File: src/pkg/sfr_bank_pkg.sv
// register map, field layout and pin carriers of the system register bank
package sfr_bank_pkg;
	// word index of each register; byte address is four times the index
	localparam logic [3:0] IDX_PORT5 = 4'h5;
	localparam logic [3:0] IDX_PORT6 = 4'h6;
	localparam logic [3:0] IDX_PORT7 = 4'h7;
	localparam logic [3:0] IDX_PORT8 = 4'h8;
	localparam logic [3:0] IDX_RAM_ADDR = 4'h9;
	localparam logic [3:0] IDX_RAM_DATA = 4'ha;
	localparam logic [3:0] IDX_SYS_CLK = 4'hd;
	localparam logic [3:0] IDX_IR_CTL = 4'he;
	localparam logic [3:0] IDX_FLAGS = 4'hf;
	// haddr layout: [6] picks the paged control space, [5:2] the index
	localparam int SPACE_BIT = 6;
	localparam int IDX_LSB = 2;
	localparam int IDX_MSB = 5;
	localparam int HI_LSB = 7;
	// port 5 data register and port 5 direction/segment register
	localparam int PAGE_BIT = 0;
	localparam int P5_LSB = 4;
	localparam int P8_HI_SEG = 3;
	localparam int P8_LO_SEG = 2;
	localparam int P7_HI_SEG = 1;
	localparam int P7_LO_SEG = 0;
	// system clock control fields
	localparam int CPU_OSC_BIT = 0;
	localparam int BOOST_LSB = 1;
	localparam int IDLE_BIT = 3;
	localparam int PLL_LSB = 4;
	localparam int PLL_MSB = 6;
	// infrared and pin function fields
	localparam int IRE_BIT = 7;
	localparam int CARRIER_BIT = 6;
	localparam int LOW_ONLY_BIT = 5;
	localparam int IR_PIN_BIT = 3;
	localparam int TMR_PIN_BIT = 2;
	localparam int IRQ_B_PIN_BIT = 1;
	localparam int IRQ_A_PIN_BIT = 0;
	// interrupt flag positions
	localparam int F_PIN_CHG = 7;
	localparam int F_LOW_W = 6;
	localparam int F_HIGH_W = 5;
	localparam int F_CNT_B = 4;
	localparam int F_CNT_A = 3;
	localparam int F_IRQ_B = 2;
	localparam int F_IRQ_A = 1;
	localparam int F_TMR = 0;
	// readable bits of each register; the rest reads zero
	localparam logic [7:0] MASK_P5 = 8'hf1;
	localparam logic [7:0] MASK_SYS = 8'h7f;
	localparam logic [7:0] MASK_IR = 8'hef;
	localparam logic [7:0] MASK_RAM_ADDR = 8'h7f;
	localparam logic [7:0] DIR_RESET = 8'hff;
	localparam logic [7:0] REG_RESET = 8'h00;
	// main clock as sub clock multiple, scaled by four
	localparam logic [9:0] PLL_X130 = 10'h208;
	localparam logic [9:0] PLL_X65 = 10'h104;
	localparam logic [9:0] PLL_X65_2 = 10'h082;
	localparam logic [9:0] PLL_X65_4 = 10'h041;
	localparam logic [9:0] PLL_X244 = 10'h3d0;
	typedef enum logic [1:0] {
		BUS_IDLE    = 2'b00,
		BUS_WRITE   = 2'b01,
		BUS_RD_WAIT = 2'b10,
		BUS_RD_DONE = 2'b11
	} bus_state_t;
	typedef struct packed {
		logic [7:0] out;
		logic [7:0] oe;
	} pin_drive_t;
	typedef struct packed {
		logic low_width_underflow;
		logic high_width_underflow;
		logic counter_b_underflow;
		logic counter_a_underflow;
		logic general_timer_overflow;
	} timer_events_t;
	// whole state of the bank, registered in one stage
	typedef struct packed {
		bus_state_t       bus;
		logic             hit;
		logic             ctl;
		logic [3:0]       idx;
		logic [31:0]      rdata;
		logic [7:0]       p5_data;
		logic [7:0]       p6_data;
		logic [7:0]       p7_data;
		logic [7:0]       p8_data;
		logic [7:0]       p5_dir;
		logic [7:0]       p6_dir;
		logic [7:0]       p7_dir;
		logic [7:0]       p8_dir;
		logic [7:0]       ram_addr;
		logic [7:0]       sys_ctl;
		logic [7:0]       ir_ctl;
		logic [7:0]       flags;
		logic [127:0][7:0] ram;
		logic [3:0]       p5_s1;
		logic [3:0]       p5_s2;
		logic [3:0]       p5_s3;
		logic [7:0]       p6_s1;
		logic [7:0]       p6_s2;
		logic [7:0]       p6_s3;
		logic [7:0]       p7_s1;
		logic [7:0]       p7_s2;
		logic [7:0]       p8_s1;
		logic [7:0]       p8_s2;
		logic [7:0]       p8_s3;
		logic             sub_s1;
		logic             sub_s2;
		logic             sub_s3;
		logic [3:0]       boost_cnt;
		logic             boost_clk;
		logic             ir_wave;
		logic             sleep_p;
		logic             idle_p;
		logic [9:0]       pll_mult;
		logic             tmr_pin;
		logic [3:0]       p5_out;
		logic [3:0]       p5_oe;
		pin_drive_t       p6_drv;
		pin_drive_t       p7_drv;
		pin_drive_t       p8_drv;
	} bank_state_t;
endpackage

File: src/hdl/sfr_bank.sv
// system, infrared, port and auxiliary ram register bank on ahb-lite
//
// Added by the designer: the AHB-Lite interface to the registers.
`timescale 1ns/1ps
// Function
// - pll code selects main clock multiplier
// - sleep instruction: idle bit picks idle/sleep
// - booster clock: sub clock divided 1/4/8/16
// - cpu source bit stops or runs main osc
// - ir enable off: pin follows port 5
// - carrier off: width timers only, auto-reload
// - carrier on: low sections carry counter wave
// - low-only ignores high width timer
// - ir pin function drives port 5 bit 7
// - timer pin function takes port 5 bit 6
// - irq b pin function takes port 5 bit 5
// - irq a pin function takes port 5 bit 4
// - external irq flags set on their event
// - port 6/8 input change sets bit 7
// - timer underflows set flags 6 to 3
// - general timer overflow sets flag 0
// - direction 0 output, 1 high impedance
// - nibble selects hand pins to lcd segments
// - seven-bit aux ram address, msb zero
// - data register moves byte to aux ram
// - page 0 decoded while page bit is 0
// - page bit 1 hides control space: reads 0, writes dropped
module sfr_bank (
	input  wire logic                         hclk,
	input  wire logic                         hresetn,
	input  wire logic                         hsel,
	input  wire logic [31:0]                  haddr,
	input  wire logic [1:0]                   htrans,
	input  wire logic                         hwrite,
	input  wire logic [2:0]                   hsize,
	input  wire logic [31:0]                  hwdata,
	input  wire logic                         hready,
	output logic      [31:0]                  hrdata,
	output logic                              hreadyout,
	output logic                              hresp,
	input  wire logic                         sleep_instruction,
	output logic                              enter_sleep,
	output logic                              enter_idle,
	output logic                              main_osc_enable,
	output logic      [9:0]                   pll_mult_x4,
	input  wire logic                         sub_clock,
	output logic                              booster_clk,
	input  wire logic                         high_width_active,
	input  wire logic                         low_width_active,
	input  wire logic                         carrier_wave,
	output logic                              high_timer_enable,
	output logic                              counter_b_auto_reload,
	input  wire sfr_bank_pkg::timer_events_t  timer_events,
	output logic                              general_timer_pin,
	input  wire logic [3:0]                   p5_in,
	output logic      [3:0]                   p5_out,
	output logic      [3:0]                   p5_oe,
	input  wire logic [7:0]                   p6_in,
	input  wire logic [7:0]                   p7_in,
	input  wire logic [7:0]                   p8_in,
	input  wire logic [15:0]                  lcd_seg_hi,
	output sfr_bank_pkg::pin_drive_t          p6_drv,
	output sfr_bank_pkg::pin_drive_t          p7_drv,
	output sfr_bank_pkg::pin_drive_t          p8_drv
);
	// ******************************************************
	// state
	// ******************************************************
	// ports 5 and 6 come up as inputs, 7 and 8 as lcd segments; multiplier matches pll code zero
	localparam sfr_bank_pkg::bank_state_t STATE_RESET = '{
		bus:      sfr_bank_pkg::BUS_IDLE,
		pll_mult: sfr_bank_pkg::PLL_X130,
		p5_dir:   sfr_bank_pkg::DIR_RESET,
		p6_dir:   sfr_bank_pkg::DIR_RESET,
		p7_dir:   sfr_bank_pkg::DIR_RESET,
		p8_dir:   sfr_bank_pkg::DIR_RESET,
		default:  '0
	};

	sfr_bank_pkg::bank_state_t state_r;
	sfr_bank_pkg::bank_state_t state_nxt;

	// ******************************************************
	// helpers
	// ******************************************************
	// multiplier of the sub clock, times four to keep 65/4 whole
	function automatic logic [9:0] pll_mult(input logic [2:0] code);
		logic [9:0] m;
		m = sfr_bank_pkg::PLL_X244;
		unique case (code)
			3'h0: m = sfr_bank_pkg::PLL_X130;
			3'h1: m = sfr_bank_pkg::PLL_X65;
			3'h2: m = sfr_bank_pkg::PLL_X65_2;
			3'h3: m = sfr_bank_pkg::PLL_X65_4;
			default: m = sfr_bank_pkg::PLL_X244;
		endcase
		return m;
	endfunction

	// read value of a port: pin level on inputs, latch on outputs
	function automatic logic [7:0] port_read(input logic [7:0] data,
			input logic [7:0] dir, input logic [7:0] pin);
		return (dir & pin) | (~dir & data);
	endfunction

	// drive of an 8-bit port with optional lcd nibbles on top
	function automatic sfr_bank_pkg::pin_drive_t port_drive(
			input logic [7:0] data, input logic [7:0] dir,
			input logic seg_hi, input logic seg_lo,
			input logic [7:0] seg);
		sfr_bank_pkg::pin_drive_t d;
		d.out = data;
		d.oe = ~dir;
		if (seg_hi) begin
			d.out[7:4] = seg[7:4];
			d.oe[7:4] = 4'hf;
		end
		if (seg_lo) begin
			d.out[3:0] = seg[3:0];
			d.oe[3:0] = 4'hf;
		end
		return d;
	endfunction

	// ******************************************************
	// next state
	// ******************************************************
	always_comb begin
		logic       accept;
		logic       page0;
		logic       ctl_ok;
		logic       reg_ok;
		logic [7:0] wd;
		logic [7:0] rd;
		logic [7:0] ev;
		logic       base;
		logic [7:0] p5_wide;
		logic [7:0] p5_pin;
		accept = 1'h0;
		page0 = 1'h0;
		ctl_ok = 1'h0;
		reg_ok = 1'h0;
		wd = 8'h00;
		rd = 8'h00;
		ev = 8'h00;
		base = 1'h0;
		p5_wide = 8'h00;
		p5_pin = 8'h00;
		state_nxt = state_r;

		// two-stage synchronisers, third stage only for edges
		state_nxt.p5_s1 = p5_in;
		state_nxt.p5_s2 = state_r.p5_s1;
		state_nxt.p5_s3 = state_r.p5_s2;
		state_nxt.p6_s1 = p6_in;
		state_nxt.p6_s2 = state_r.p6_s1;
		state_nxt.p6_s3 = state_r.p6_s2;
		state_nxt.p7_s1 = p7_in;
		state_nxt.p7_s2 = state_r.p7_s1;
		state_nxt.p8_s1 = p8_in;
		state_nxt.p8_s2 = state_r.p8_s1;
		state_nxt.p8_s3 = state_r.p8_s2;
		state_nxt.sub_s1 = sub_clock;
		state_nxt.sub_s2 = state_r.sub_s1;
		state_nxt.sub_s3 = state_r.sub_s2;

		// page bit decides whether the control space is page 0
		page0 = ~state_r.p5_data[sfr_bank_pkg::PAGE_BIT];
		ctl_ok = state_r.hit & state_r.ctl & page0;
		reg_ok = state_r.hit & ~state_r.ctl;
		wd = hwdata[7:0];

		// bus: writes land in their data phase, reads take a wait
		// state so a write just before is always visible
		accept = hsel & htrans[1] & hready;
		unique case (state_r.bus)
			sfr_bank_pkg::BUS_RD_WAIT:
				state_nxt.bus = sfr_bank_pkg::BUS_RD_DONE;
			default: begin
				if (accept) begin
					state_nxt.bus = hwrite ? sfr_bank_pkg::BUS_WRITE :
						sfr_bank_pkg::BUS_RD_WAIT;
				end else begin
					state_nxt.bus = sfr_bank_pkg::BUS_IDLE;
				end
			end
		endcase
		if (accept && state_r.bus != sfr_bank_pkg::BUS_RD_WAIT) begin
			state_nxt.hit = haddr[31:sfr_bank_pkg::HI_LSB] == '0;
			state_nxt.ctl = haddr[sfr_bank_pkg::SPACE_BIT];
			state_nxt.idx = haddr[sfr_bank_pkg::IDX_MSB:
				sfr_bank_pkg::IDX_LSB];
		end

		// register writes; unmapped or page 1 writes are dropped
		if (state_r.bus == sfr_bank_pkg::BUS_WRITE) begin
			if (reg_ok) begin
				unique case (state_r.idx)
					sfr_bank_pkg::IDX_PORT5:
						state_nxt.p5_data = wd & sfr_bank_pkg::MASK_P5;
					sfr_bank_pkg::IDX_PORT6: state_nxt.p6_data = wd;
					sfr_bank_pkg::IDX_PORT7: state_nxt.p7_data = wd;
					sfr_bank_pkg::IDX_PORT8: state_nxt.p8_data = wd;
					sfr_bank_pkg::IDX_SYS_CLK:
						state_nxt.sys_ctl = wd & sfr_bank_pkg::MASK_SYS;
					sfr_bank_pkg::IDX_IR_CTL:
						state_nxt.ir_ctl = wd & sfr_bank_pkg::MASK_IR;
					sfr_bank_pkg::IDX_FLAGS: state_nxt.flags = wd;
					default: ;
				endcase
			end
			if (ctl_ok) begin
				unique case (state_r.idx)
					sfr_bank_pkg::IDX_PORT5: state_nxt.p5_dir = wd;
					sfr_bank_pkg::IDX_PORT6: state_nxt.p6_dir = wd;
					sfr_bank_pkg::IDX_PORT7: state_nxt.p7_dir = wd;
					sfr_bank_pkg::IDX_PORT8: state_nxt.p8_dir = wd;
					sfr_bank_pkg::IDX_RAM_ADDR:
						state_nxt.ram_addr = wd &
							sfr_bank_pkg::MASK_RAM_ADDR;
					sfr_bank_pkg::IDX_RAM_DATA:
						state_nxt.ram[state_r.ram_addr[6:0]] = wd;
					default: ;
				endcase
			end
		end

		// read mux, sampled at the end of the wait state
		p5_wide = {state_r.p5_s2, 4'h0};
		p5_pin = port_read(state_r.p5_data, state_r.p5_dir, p5_wide);
		if (reg_ok) begin
			unique case (state_r.idx)
				sfr_bank_pkg::IDX_PORT5:
					rd = p5_pin & sfr_bank_pkg::MASK_P5;
				sfr_bank_pkg::IDX_PORT6: rd = port_read(state_r.p6_data,
					state_r.p6_dir, state_r.p6_s2);
				sfr_bank_pkg::IDX_PORT7: rd = port_read(state_r.p7_data,
					state_r.p7_dir, state_r.p7_s2);
				sfr_bank_pkg::IDX_PORT8: rd = port_read(state_r.p8_data,
					state_r.p8_dir, state_r.p8_s2);
				sfr_bank_pkg::IDX_SYS_CLK: rd = state_r.sys_ctl;
				sfr_bank_pkg::IDX_IR_CTL: rd = state_r.ir_ctl;
				sfr_bank_pkg::IDX_FLAGS: rd = state_r.flags;
				default: rd = 8'h00;
			endcase
		end else if (ctl_ok) begin
			unique case (state_r.idx)
				sfr_bank_pkg::IDX_PORT5: rd = state_r.p5_dir;
				sfr_bank_pkg::IDX_PORT6: rd = state_r.p6_dir;
				sfr_bank_pkg::IDX_PORT7: rd = state_r.p7_dir;
				sfr_bank_pkg::IDX_PORT8: rd = state_r.p8_dir;
				sfr_bank_pkg::IDX_RAM_ADDR: rd = state_r.ram_addr;
				sfr_bank_pkg::IDX_RAM_DATA:
					rd = state_r.ram[state_r.ram_addr[6:0]];
				default: rd = 8'h00;
			endcase
		end
		if (state_r.bus == sfr_bank_pkg::BUS_RD_WAIT) begin
			state_nxt.rdata = {24'h000000, rd};
		end

		// events set flags after the write, so a set beats a clear
		ev[sfr_bank_pkg::F_PIN_CHG] = |(((state_r.p6_s2 ^ state_r.p6_s3)
			& state_r.p6_dir) | ((state_r.p8_s2 ^ state_r.p8_s3)
			& state_r.p8_dir));
		ev[sfr_bank_pkg::F_LOW_W] = timer_events.low_width_underflow;
		ev[sfr_bank_pkg::F_HIGH_W] = timer_events.high_width_underflow;
		ev[sfr_bank_pkg::F_CNT_B] = timer_events.counter_b_underflow;
		ev[sfr_bank_pkg::F_CNT_A] = timer_events.counter_a_underflow;
		ev[sfr_bank_pkg::F_TMR] = timer_events.general_timer_overflow;
		// rising edges of the irq pins while their function is on
		ev[sfr_bank_pkg::F_IRQ_B] = state_r.ir_ctl[
			sfr_bank_pkg::IRQ_B_PIN_BIT] & state_r.p5_s2[1] &
			~state_r.p5_s3[1];
		ev[sfr_bank_pkg::F_IRQ_A] = state_r.ir_ctl[
			sfr_bank_pkg::IRQ_A_PIN_BIT] & state_r.p5_s2[0] &
			~state_r.p5_s3[0];
		state_nxt.flags = state_nxt.flags | ev;

		// clock controls
		state_nxt.pll_mult = pll_mult(state_r.sys_ctl[
			sfr_bank_pkg::PLL_MSB:sfr_bank_pkg::PLL_LSB]);
		state_nxt.sleep_p = sleep_instruction &
			~state_r.sys_ctl[sfr_bank_pkg::IDLE_BIT];
		state_nxt.idle_p = sleep_instruction &
			state_r.sys_ctl[sfr_bank_pkg::IDLE_BIT];
		// the divider counts synchronised sub clock rising edges
		if (state_r.sub_s2 && !state_r.sub_s3) begin
			state_nxt.boost_cnt = state_r.boost_cnt + 4'h1;
		end
		unique case (state_r.sys_ctl[sfr_bank_pkg::BOOST_LSB +: 2])
			2'h0: state_nxt.boost_clk = state_r.sub_s2;
			2'h1: state_nxt.boost_clk = state_r.boost_cnt[1];
			2'h2: state_nxt.boost_clk = state_r.boost_cnt[2];
			2'h3: state_nxt.boost_clk = state_r.boost_cnt[3];
		endcase

		// infrared waveform from the width timers and the carrier
		base = state_r.ir_ctl[sfr_bank_pkg::LOW_ONLY_BIT] ?
			~low_width_active : high_width_active;
		state_nxt.ir_wave = state_r.ir_ctl[sfr_bank_pkg::IRE_BIT] &
			(base | (state_r.ir_ctl[sfr_bank_pkg::CARRIER_BIT] &
			~base & carrier_wave));

		// port 5 pins; alternate inputs release the pin driver
		state_nxt.p5_out = state_r.p5_data[7:4];
		state_nxt.p5_oe = ~state_r.p5_dir[7:4];
		if (state_r.ir_ctl[sfr_bank_pkg::IR_PIN_BIT] &&
				state_r.ir_ctl[sfr_bank_pkg::IRE_BIT]) begin
			state_nxt.p5_out[3] = state_r.ir_wave;
			state_nxt.p5_oe[3] = 1'h1;
		end
		if (state_r.ir_ctl[sfr_bank_pkg::TMR_PIN_BIT]) begin
			state_nxt.p5_oe[2] = 1'h0;
		end
		if (state_r.ir_ctl[sfr_bank_pkg::IRQ_B_PIN_BIT]) begin
			state_nxt.p5_oe[1] = 1'h0;
		end
		if (state_r.ir_ctl[sfr_bank_pkg::IRQ_A_PIN_BIT]) begin
			state_nxt.p5_oe[0] = 1'h0;
		end
		state_nxt.tmr_pin = state_r.ir_ctl[sfr_bank_pkg::TMR_PIN_BIT] &
			state_r.p5_s2[2];

		// ports 6 to 8, with lcd segments borrowing 7 and 8
		state_nxt.p6_drv = port_drive(state_r.p6_data, state_r.p6_dir,
			1'h0, 1'h0, 8'h00);
		state_nxt.p7_drv = port_drive(state_r.p7_data, state_r.p7_dir,
			state_r.p5_dir[sfr_bank_pkg::P7_HI_SEG],
			state_r.p5_dir[sfr_bank_pkg::P7_LO_SEG],
			lcd_seg_hi[7:0]);
		state_nxt.p8_drv = port_drive(state_r.p8_data, state_r.p8_dir,
			state_r.p5_dir[sfr_bank_pkg::P8_HI_SEG],
			state_r.p5_dir[sfr_bank_pkg::P8_LO_SEG],
			lcd_seg_hi[15:8]);
	end

	// ******************************************************
	// registers
	// ******************************************************
	// one register stage for the whole bank
	always_ff @(posedge hclk or negedge hresetn) begin
		if (!hresetn) begin
			state_r <= STATE_RESET;
		end else begin
			state_r <= state_nxt;
		end
	end

	// ******************************************************
	// outputs
	// ******************************************************
	// the ready handshake, high timer enable and counter b auto reload are combinational
	assign hreadyout = state_r.bus != sfr_bank_pkg::BUS_RD_WAIT;
	assign hresp = 1'h0;
	assign hrdata = state_r.rdata;
	assign enter_sleep = state_r.sleep_p;
	assign enter_idle = state_r.idle_p;
	// main osc stopped while the cpu runs from the sub clock
	assign main_osc_enable = state_r.sys_ctl[sfr_bank_pkg::CPU_OSC_BIT];
	assign pll_mult_x4 = state_r.pll_mult;
	assign booster_clk = state_r.boost_clk;
	// low-only leaves the high timer idle; no carrier frees counter b
	assign high_timer_enable = state_r.ir_ctl[sfr_bank_pkg::IRE_BIT] &
		~state_r.ir_ctl[sfr_bank_pkg::LOW_ONLY_BIT];
	assign counter_b_auto_reload =
		~state_r.ir_ctl[sfr_bank_pkg::CARRIER_BIT];
	assign general_timer_pin = state_r.tmr_pin;
	assign p5_out = state_r.p5_out;
	assign p5_oe = state_r.p5_oe;
	assign p6_drv = state_r.p6_drv;
	assign p7_drv = state_r.p7_drv;
	assign p8_drv = state_r.p8_drv;
endmodule

File: config.mk
export PLATFORM = sky130hd
export DESIGN_NAME = sfr_bank
export DESIGN_NICKNAME = d
export VERILOG_FILES = /design/src/pkg/sfr_bank_pkg.sv /design/src/hdl/sfr_bank.sv
export SDC_FILE = /design/constraint.sdc
export NUM_CORES = 2
export LEC_CHECK = 0
export BUFFER_PORTS_ARGS = -buffer_cell sky130_fd_sc_hd__buf_2
export CAP_MARGIN = 20
export CORE_ASPECT_RATIO = 1.4
export CORE_MARGIN = 4
export CORE_UTILIZATION = 35
export DETAILED_ROUTE_END_ITERATION = 6
export GPL_ROUTABILITY_DRIVEN = 0
export PLACE_DENSITY_LB_ADDON = 0.25
export SLEW_MARGIN = 20
export SYNTH_ARGS = -nofsm -noshare
export SYNTH_HDL_FRONTEND = slang
export SYNTH_SLANG_ARGS = --single-unit
File: constraint.sdc
create_clock -name hclk -period 3.3 [get_ports hclk]
set_input_delay 0.495 -clock hclk [delete_from_list [all_inputs] [get_ports hclk]]
set_output_delay 0.495 -clock hclk [all_outputs]
set_load 0.01 [all_outputs]
# After elaboration in Yosys (flattened, before gate mapping)

Cells that the tools add are included.

Memories kept: 0
Input port bits: 128
Memory bits (read-only): 0
Output and inout port bits: 107
Memory bits (writable): 0
Bits in latches: 0
Logic and storage cells: 298
Register bits: 1,282

Eq/ne operators: 18
$mul: 0
Bitwise operators: 49
Reduce and logical (&&, ||, !) cells: 21
Div/mod/pow operators: 0
Magnitude comparators: 2
Muxes and demuxes: 33
Shift-type cells: 0
Add/subtract/negate cells: 1

Operators with widths:

| cell                 | count |
|---|---|
| $mux W1024           | 2 |
| $mux W1032           | 1 |
| $bwmux W1024         | 1 |
| $and A8 B8 Y8        | 10 |
| $bmux W8 S7          | 1 |
| $demux W8 S7         | 1 |
| $pmux W8 S7          | 1 |
| $mux W8              | 6 |
| $or A8 B8 Y8         | 6 |
| $pmux W8 S6          | 1 |
| $pmux W10 S4         | 1 |
| $reduce_and A3 Y1    | 12 |
| $mux W4              | 8 |
| $not A8 Y8           | 4 |
| $logic_not A25 Y1    | 1 |
| $eq A4 B4 Y1 const B | 6 |
| $and A1 B1 Y1        | 16 |
| $xor A8 B8 Y8        | 2 |
| $eq A4 B3 Y1 const B | 3 |
| $not A1 Y1           | 9 |
| $lt A7 B8 Y1 const B | 1 |
| $reduce_or A8 Y1     | 1 |
| $ge A7 B1 Y1 const B | 1 |
| $eq A2 B2 Y1 const B | 3 |
| other kinds (14)     | 26 |

# Longest topological paths before layout

Depth after elaboration: 9
Mapped depth: 12
Depth with buffers taken out: 7

# Worst setup path before layout

No wires, ideal clock.

Path kind: register to register
Start: register state_r[1266] (netlist bit)
End: register (tool-made name)
Data required time: 3,175 ps
Cell stages (with the launch flop): 9
Slack: 743 ps
Path buffers: 1
Setup time: 125 ps
Clock period less this slack: 2,557 ps
Arrival: 2,433 ps
Cell sequence: dfrtp_1 -> nand3b_1 -> or3b_1 -> clkbuf_1 -> or2_1 -> nor2_1 -> nand3_2 -> nor2_2 -> mux2_2

RTL lines:

| what                   | RTL line        | RTL |
|---|---|---|
| start, declared        | sfr_bank.sv:80  | `sfr_bank_pkg::bank_state_t state_r;` |
| start signal, assigned | sfr_bank.sv:346 | `state_r <= state_nxt;` |

==> impl_metrics.env <==
export IMPL_outcome="finished, final reports clean"
export IMPL_p_comb_frac=0.069
export IMPL_avgSynthCellArea_um2=14.9
export IMPL_worstMarginPinSlew_ps=1080
export IMPL_cp_cell_sequence="buf_12, buf_12, buf_4, and3_1, nand2_1, mux2_2"
export IMPL_drive_above_1_share=0.463
export IMPL_io_buffers=178
export IMPL_syn_area_um2=57400
export IMPL_busiest_layer="met2"
export IMPL_synth_flop_cell="dfrtp_1"
export IMPL_via_per_inst=5.28
export IMPL_p_int_w=0.0264
export IMPL_maxSlewViolCount=0
export IMPL_cts_buffer_depth=3
export IMPL_cp_arrival_ps=3800
export IMPL_peakVddDrop_mv=0.542
export IMPL_grt_overflow=0
export IMPL_die_area_um2=171000
export IMPL_cts_inserted_buffers=131
export IMPL_r2r_setup_slack_ps=150
export IMPL_num_rows=175
export IMPL_core_um2=163000
export IMPL_crit_cells=6
export IMPL_antenna_found_initial=3
export IMPL_pwr_share_seq=0.481
export IMPL_setup_viol=0
export IMPL_grt_pass1_vias=35600
export IMPL_cts_tree="built"
export IMPL_drt_iter0_markers=2034
export IMPL_place_ws_ps=50.1
export IMPL_finalSetupTns_ps=0
export IMPL_crit_fanout=18
export IMPL_grt_pass1_wl_um=241000
export IMPL_drtPass1Iterations=5
export IMPL_drv_cap=0
export IMPL_p_sw_frac=0.236
export IMPL_synth_seq_cells=1281
export IMPL_die_h_um=487
export IMPL_maxSlewHeadroom=0.278
export IMPL_synth_area_leaders="dfrtp_1 (54%), mux2_2 (20%), mux4_2 (8.7%), mux2i_1 (2.8%), mux2_1 (2.2%)"
export IMPL_initial_core_util=0.353
export IMPL_leakage_nw=27.9
export IMPL_start_kind="flop"
export IMPL_yosys_area_top_type="dfrtp_1"
export IMPL_grt_use_met1=0.234
export IMPL_fp_dieW_um=350
export IMPL_yosysUniqueCellTypes=67
export IMPL_yosys_top_cells_count="dfrtp_1 (1,247), mux2_2 (1,030), mux4_2 (222)"
export IMPL_max_stage_delay_ps=700
export IMPL_num_vias=33400
export IMPL_power_density_nw_per_um2=521
export IMPL_synthCells=3855
export IMPL_synth_most_common_cell="dfrtp_1"
export IMPL_boundaryPins=235
export IMPL_area_growth_pct=15.6
export IMPL_clock_sinks=1281
export IMPL_rr_startpoint="state_r[1202]"
export IMPL_reg2reg_depth=6
export IMPL_clkPwrFrac=0.450
export IMPL_clock_root_buffer="clkbuf_16"
export IMPL_worst_path_most_repeated_cell="buf_12"
export IMPL_synth_edf_count=0
export IMPL_path_class="reg2reg"
export IMPL_nNetsFinal=4226
export IMPL_ant_nets=0
export IMPL_dp_hpwl_um=107000
export IMPL_path_buf_inv=3
export IMPL_cp_required_ps=3950
export IMPL_ys_warn_count=0
export IMPL_cp_startpoint="state_r[1202]"
export IMPL_rsz0062_at_grt="yes"
export IMPL_grt_usage=0.188
export IMPL_fin_crit_sh=0.955
export IMPL_min_period_ps=3150
export IMPL_setup_ws_ps=149
export IMPL_hp_class="in2reg"
export IMPL_fin_skew_ps=22.6
export IMPL_cts_max_level=4
export IMPL_post_cts_buffers=0
export IMPL_slowest_stage="and3_1"
export IMPL_ys_seq_area_frac=0.559
export IMPL_hold_violations=0
export IMPL_hold_ws_ps=85.1
export IMPL_max_freq_ghz=0.317
export IMPL_drc_errors=0
export IMPL_hp_start="haddr[29]"
export IMPL_synthArstFlopShare=1.00
export IMPL_holdPathStages=4
export IMPL_clkTransAtPathRegs_ps=60
export IMPL_cp_end_kind="flop"
export IMPL_grt_max_degree=112
export IMPL_yosys_area_top_type_share=0.544
export IMPL_cp_top_family="simple AND/OR/NAND/NOR gates"
export IMPL_gr_usage_met3=0.0268
export IMPL_clock_latency_ps=770
export IMPL_grtUsageMet2=0.332
export IMPL_wire_per_inst_um=25.3
export IMPL_switchingPower_w=0.00815
export IMPL_detail_route_wirelength_um=160000
-- cells by family (layout without fill, tap and decap cells) --
kind of cell,Yosys count,in the layout,synth area share
AOI/OAI and AO/OA,261,261,0.0314
xor gates and xnor gates,19,19,0.00290
adders and majority gates,1,1,0.000218
buffers and inverters,373,697,0.0332
DFF,1281,1281,0.559
muxes,1524,1524,0.339
other,1,27,0.0000653
and+or+nand+nor,395,395,0.0342
-- final timing paths --
| check | endpoint |
|---|---|
| min | state_r[1311] |
| min in group asynchronous | asynchronous set/reset pin |
| max reg2reg | flop |
| min reg2reg | state_nxt[79] |
| max | flop |
| max in group asynchronous | asynchronous set/reset pin |
-- power groups by stage --
stage                     registers [W]  clock network, W  logic, W
after detailed placement         0.0169                 0   0.00236
after floorplan                  0.0168                 0   0.00137
after CTS                        0.0166            0.0160   0.00243
after global placement           0.0169                 0   0.00233
final                            0.0166            0.0156   0.00239
after global routing             0.0167            0.0166   0.00262
-- final cells by class --
cell class | instances | area, µm²
antenna | 1 | 2.50
clock buffer | 195 | 3870
clock inverter | 45 | 604
fill | 15000 | 96300
inverter | 13 | 48.8
multi-input combinational | 2226 | 23500
sequential | 1281 | 32100
tap | 2124 | 2660
timing repair buffer | 444 | 3560
-- worst min-delay path, stage by stage --
cell	delay (ps)
buf_2	80
nor4_1	30
nand3_1	120
o41ai_1	80
-- cell usage in the layout, fill, tap and decap left out, types with 29 or more instances in the layout --
| cell type | count |
|---|---|
| buf_2 | 169 |
| nor2_2 | 39 |
| a21oi_1 | 47 |
| dfrtp_1 | 1243 |
| clkbuf_8 | 29 |
| mux2_2 | 1030 |
| clkbuf_16 | 134 |
| o21ai_0 | 43 |
| mux2i_1 | 161 |
| buf_12 | 40 |
| buf_4 | 176 |
| mux2_1 | 111 |
| a22oi_1 | 42 |
| nand2_1 | 159 |
| dfstp_2 | 34 |
| mux4_2 | 222 |
| clkbuf_1 | 32 |
| dlygate4sd3_1 | 59 |
| nor2_1 | 59 |
-- timing repair --
action / 4_1_cts / 5_1_grt
hold buffers: 59 / 0
hold endpoints to repair: 107 / 0
gates resized for setup: 0 / 3
setup endpoints to repair: 0 / 12
-- per-layer routing --
| metal | part of all wire | vias to the layer above |
|---|---|---|
| met2 | 0.51 | 715 |
| met3 | 0.034 | 264 |
| met1 | 0.42 | 17900 |
| li1 | - | 14500 |
| met5 | 0.000081 | - |
| met4 | 0.039 | 2 |
-- per-stage QoR --
stage,area [µm²],total power [W],cells,util
4_1_cts,66400,0.0350,6328,0.408
2_1_floorplan,57500,0.0182,3880,-
6_report,66400,0.0346,6329,0.408
3_5_place_dp,61300,0.0193,6029,0.377
5_1_grt,66400,0.0358,6329,0.408
3_3_place_gp,61300,0.0192,6029,0.377
Power figures use the tool's default switching activity.
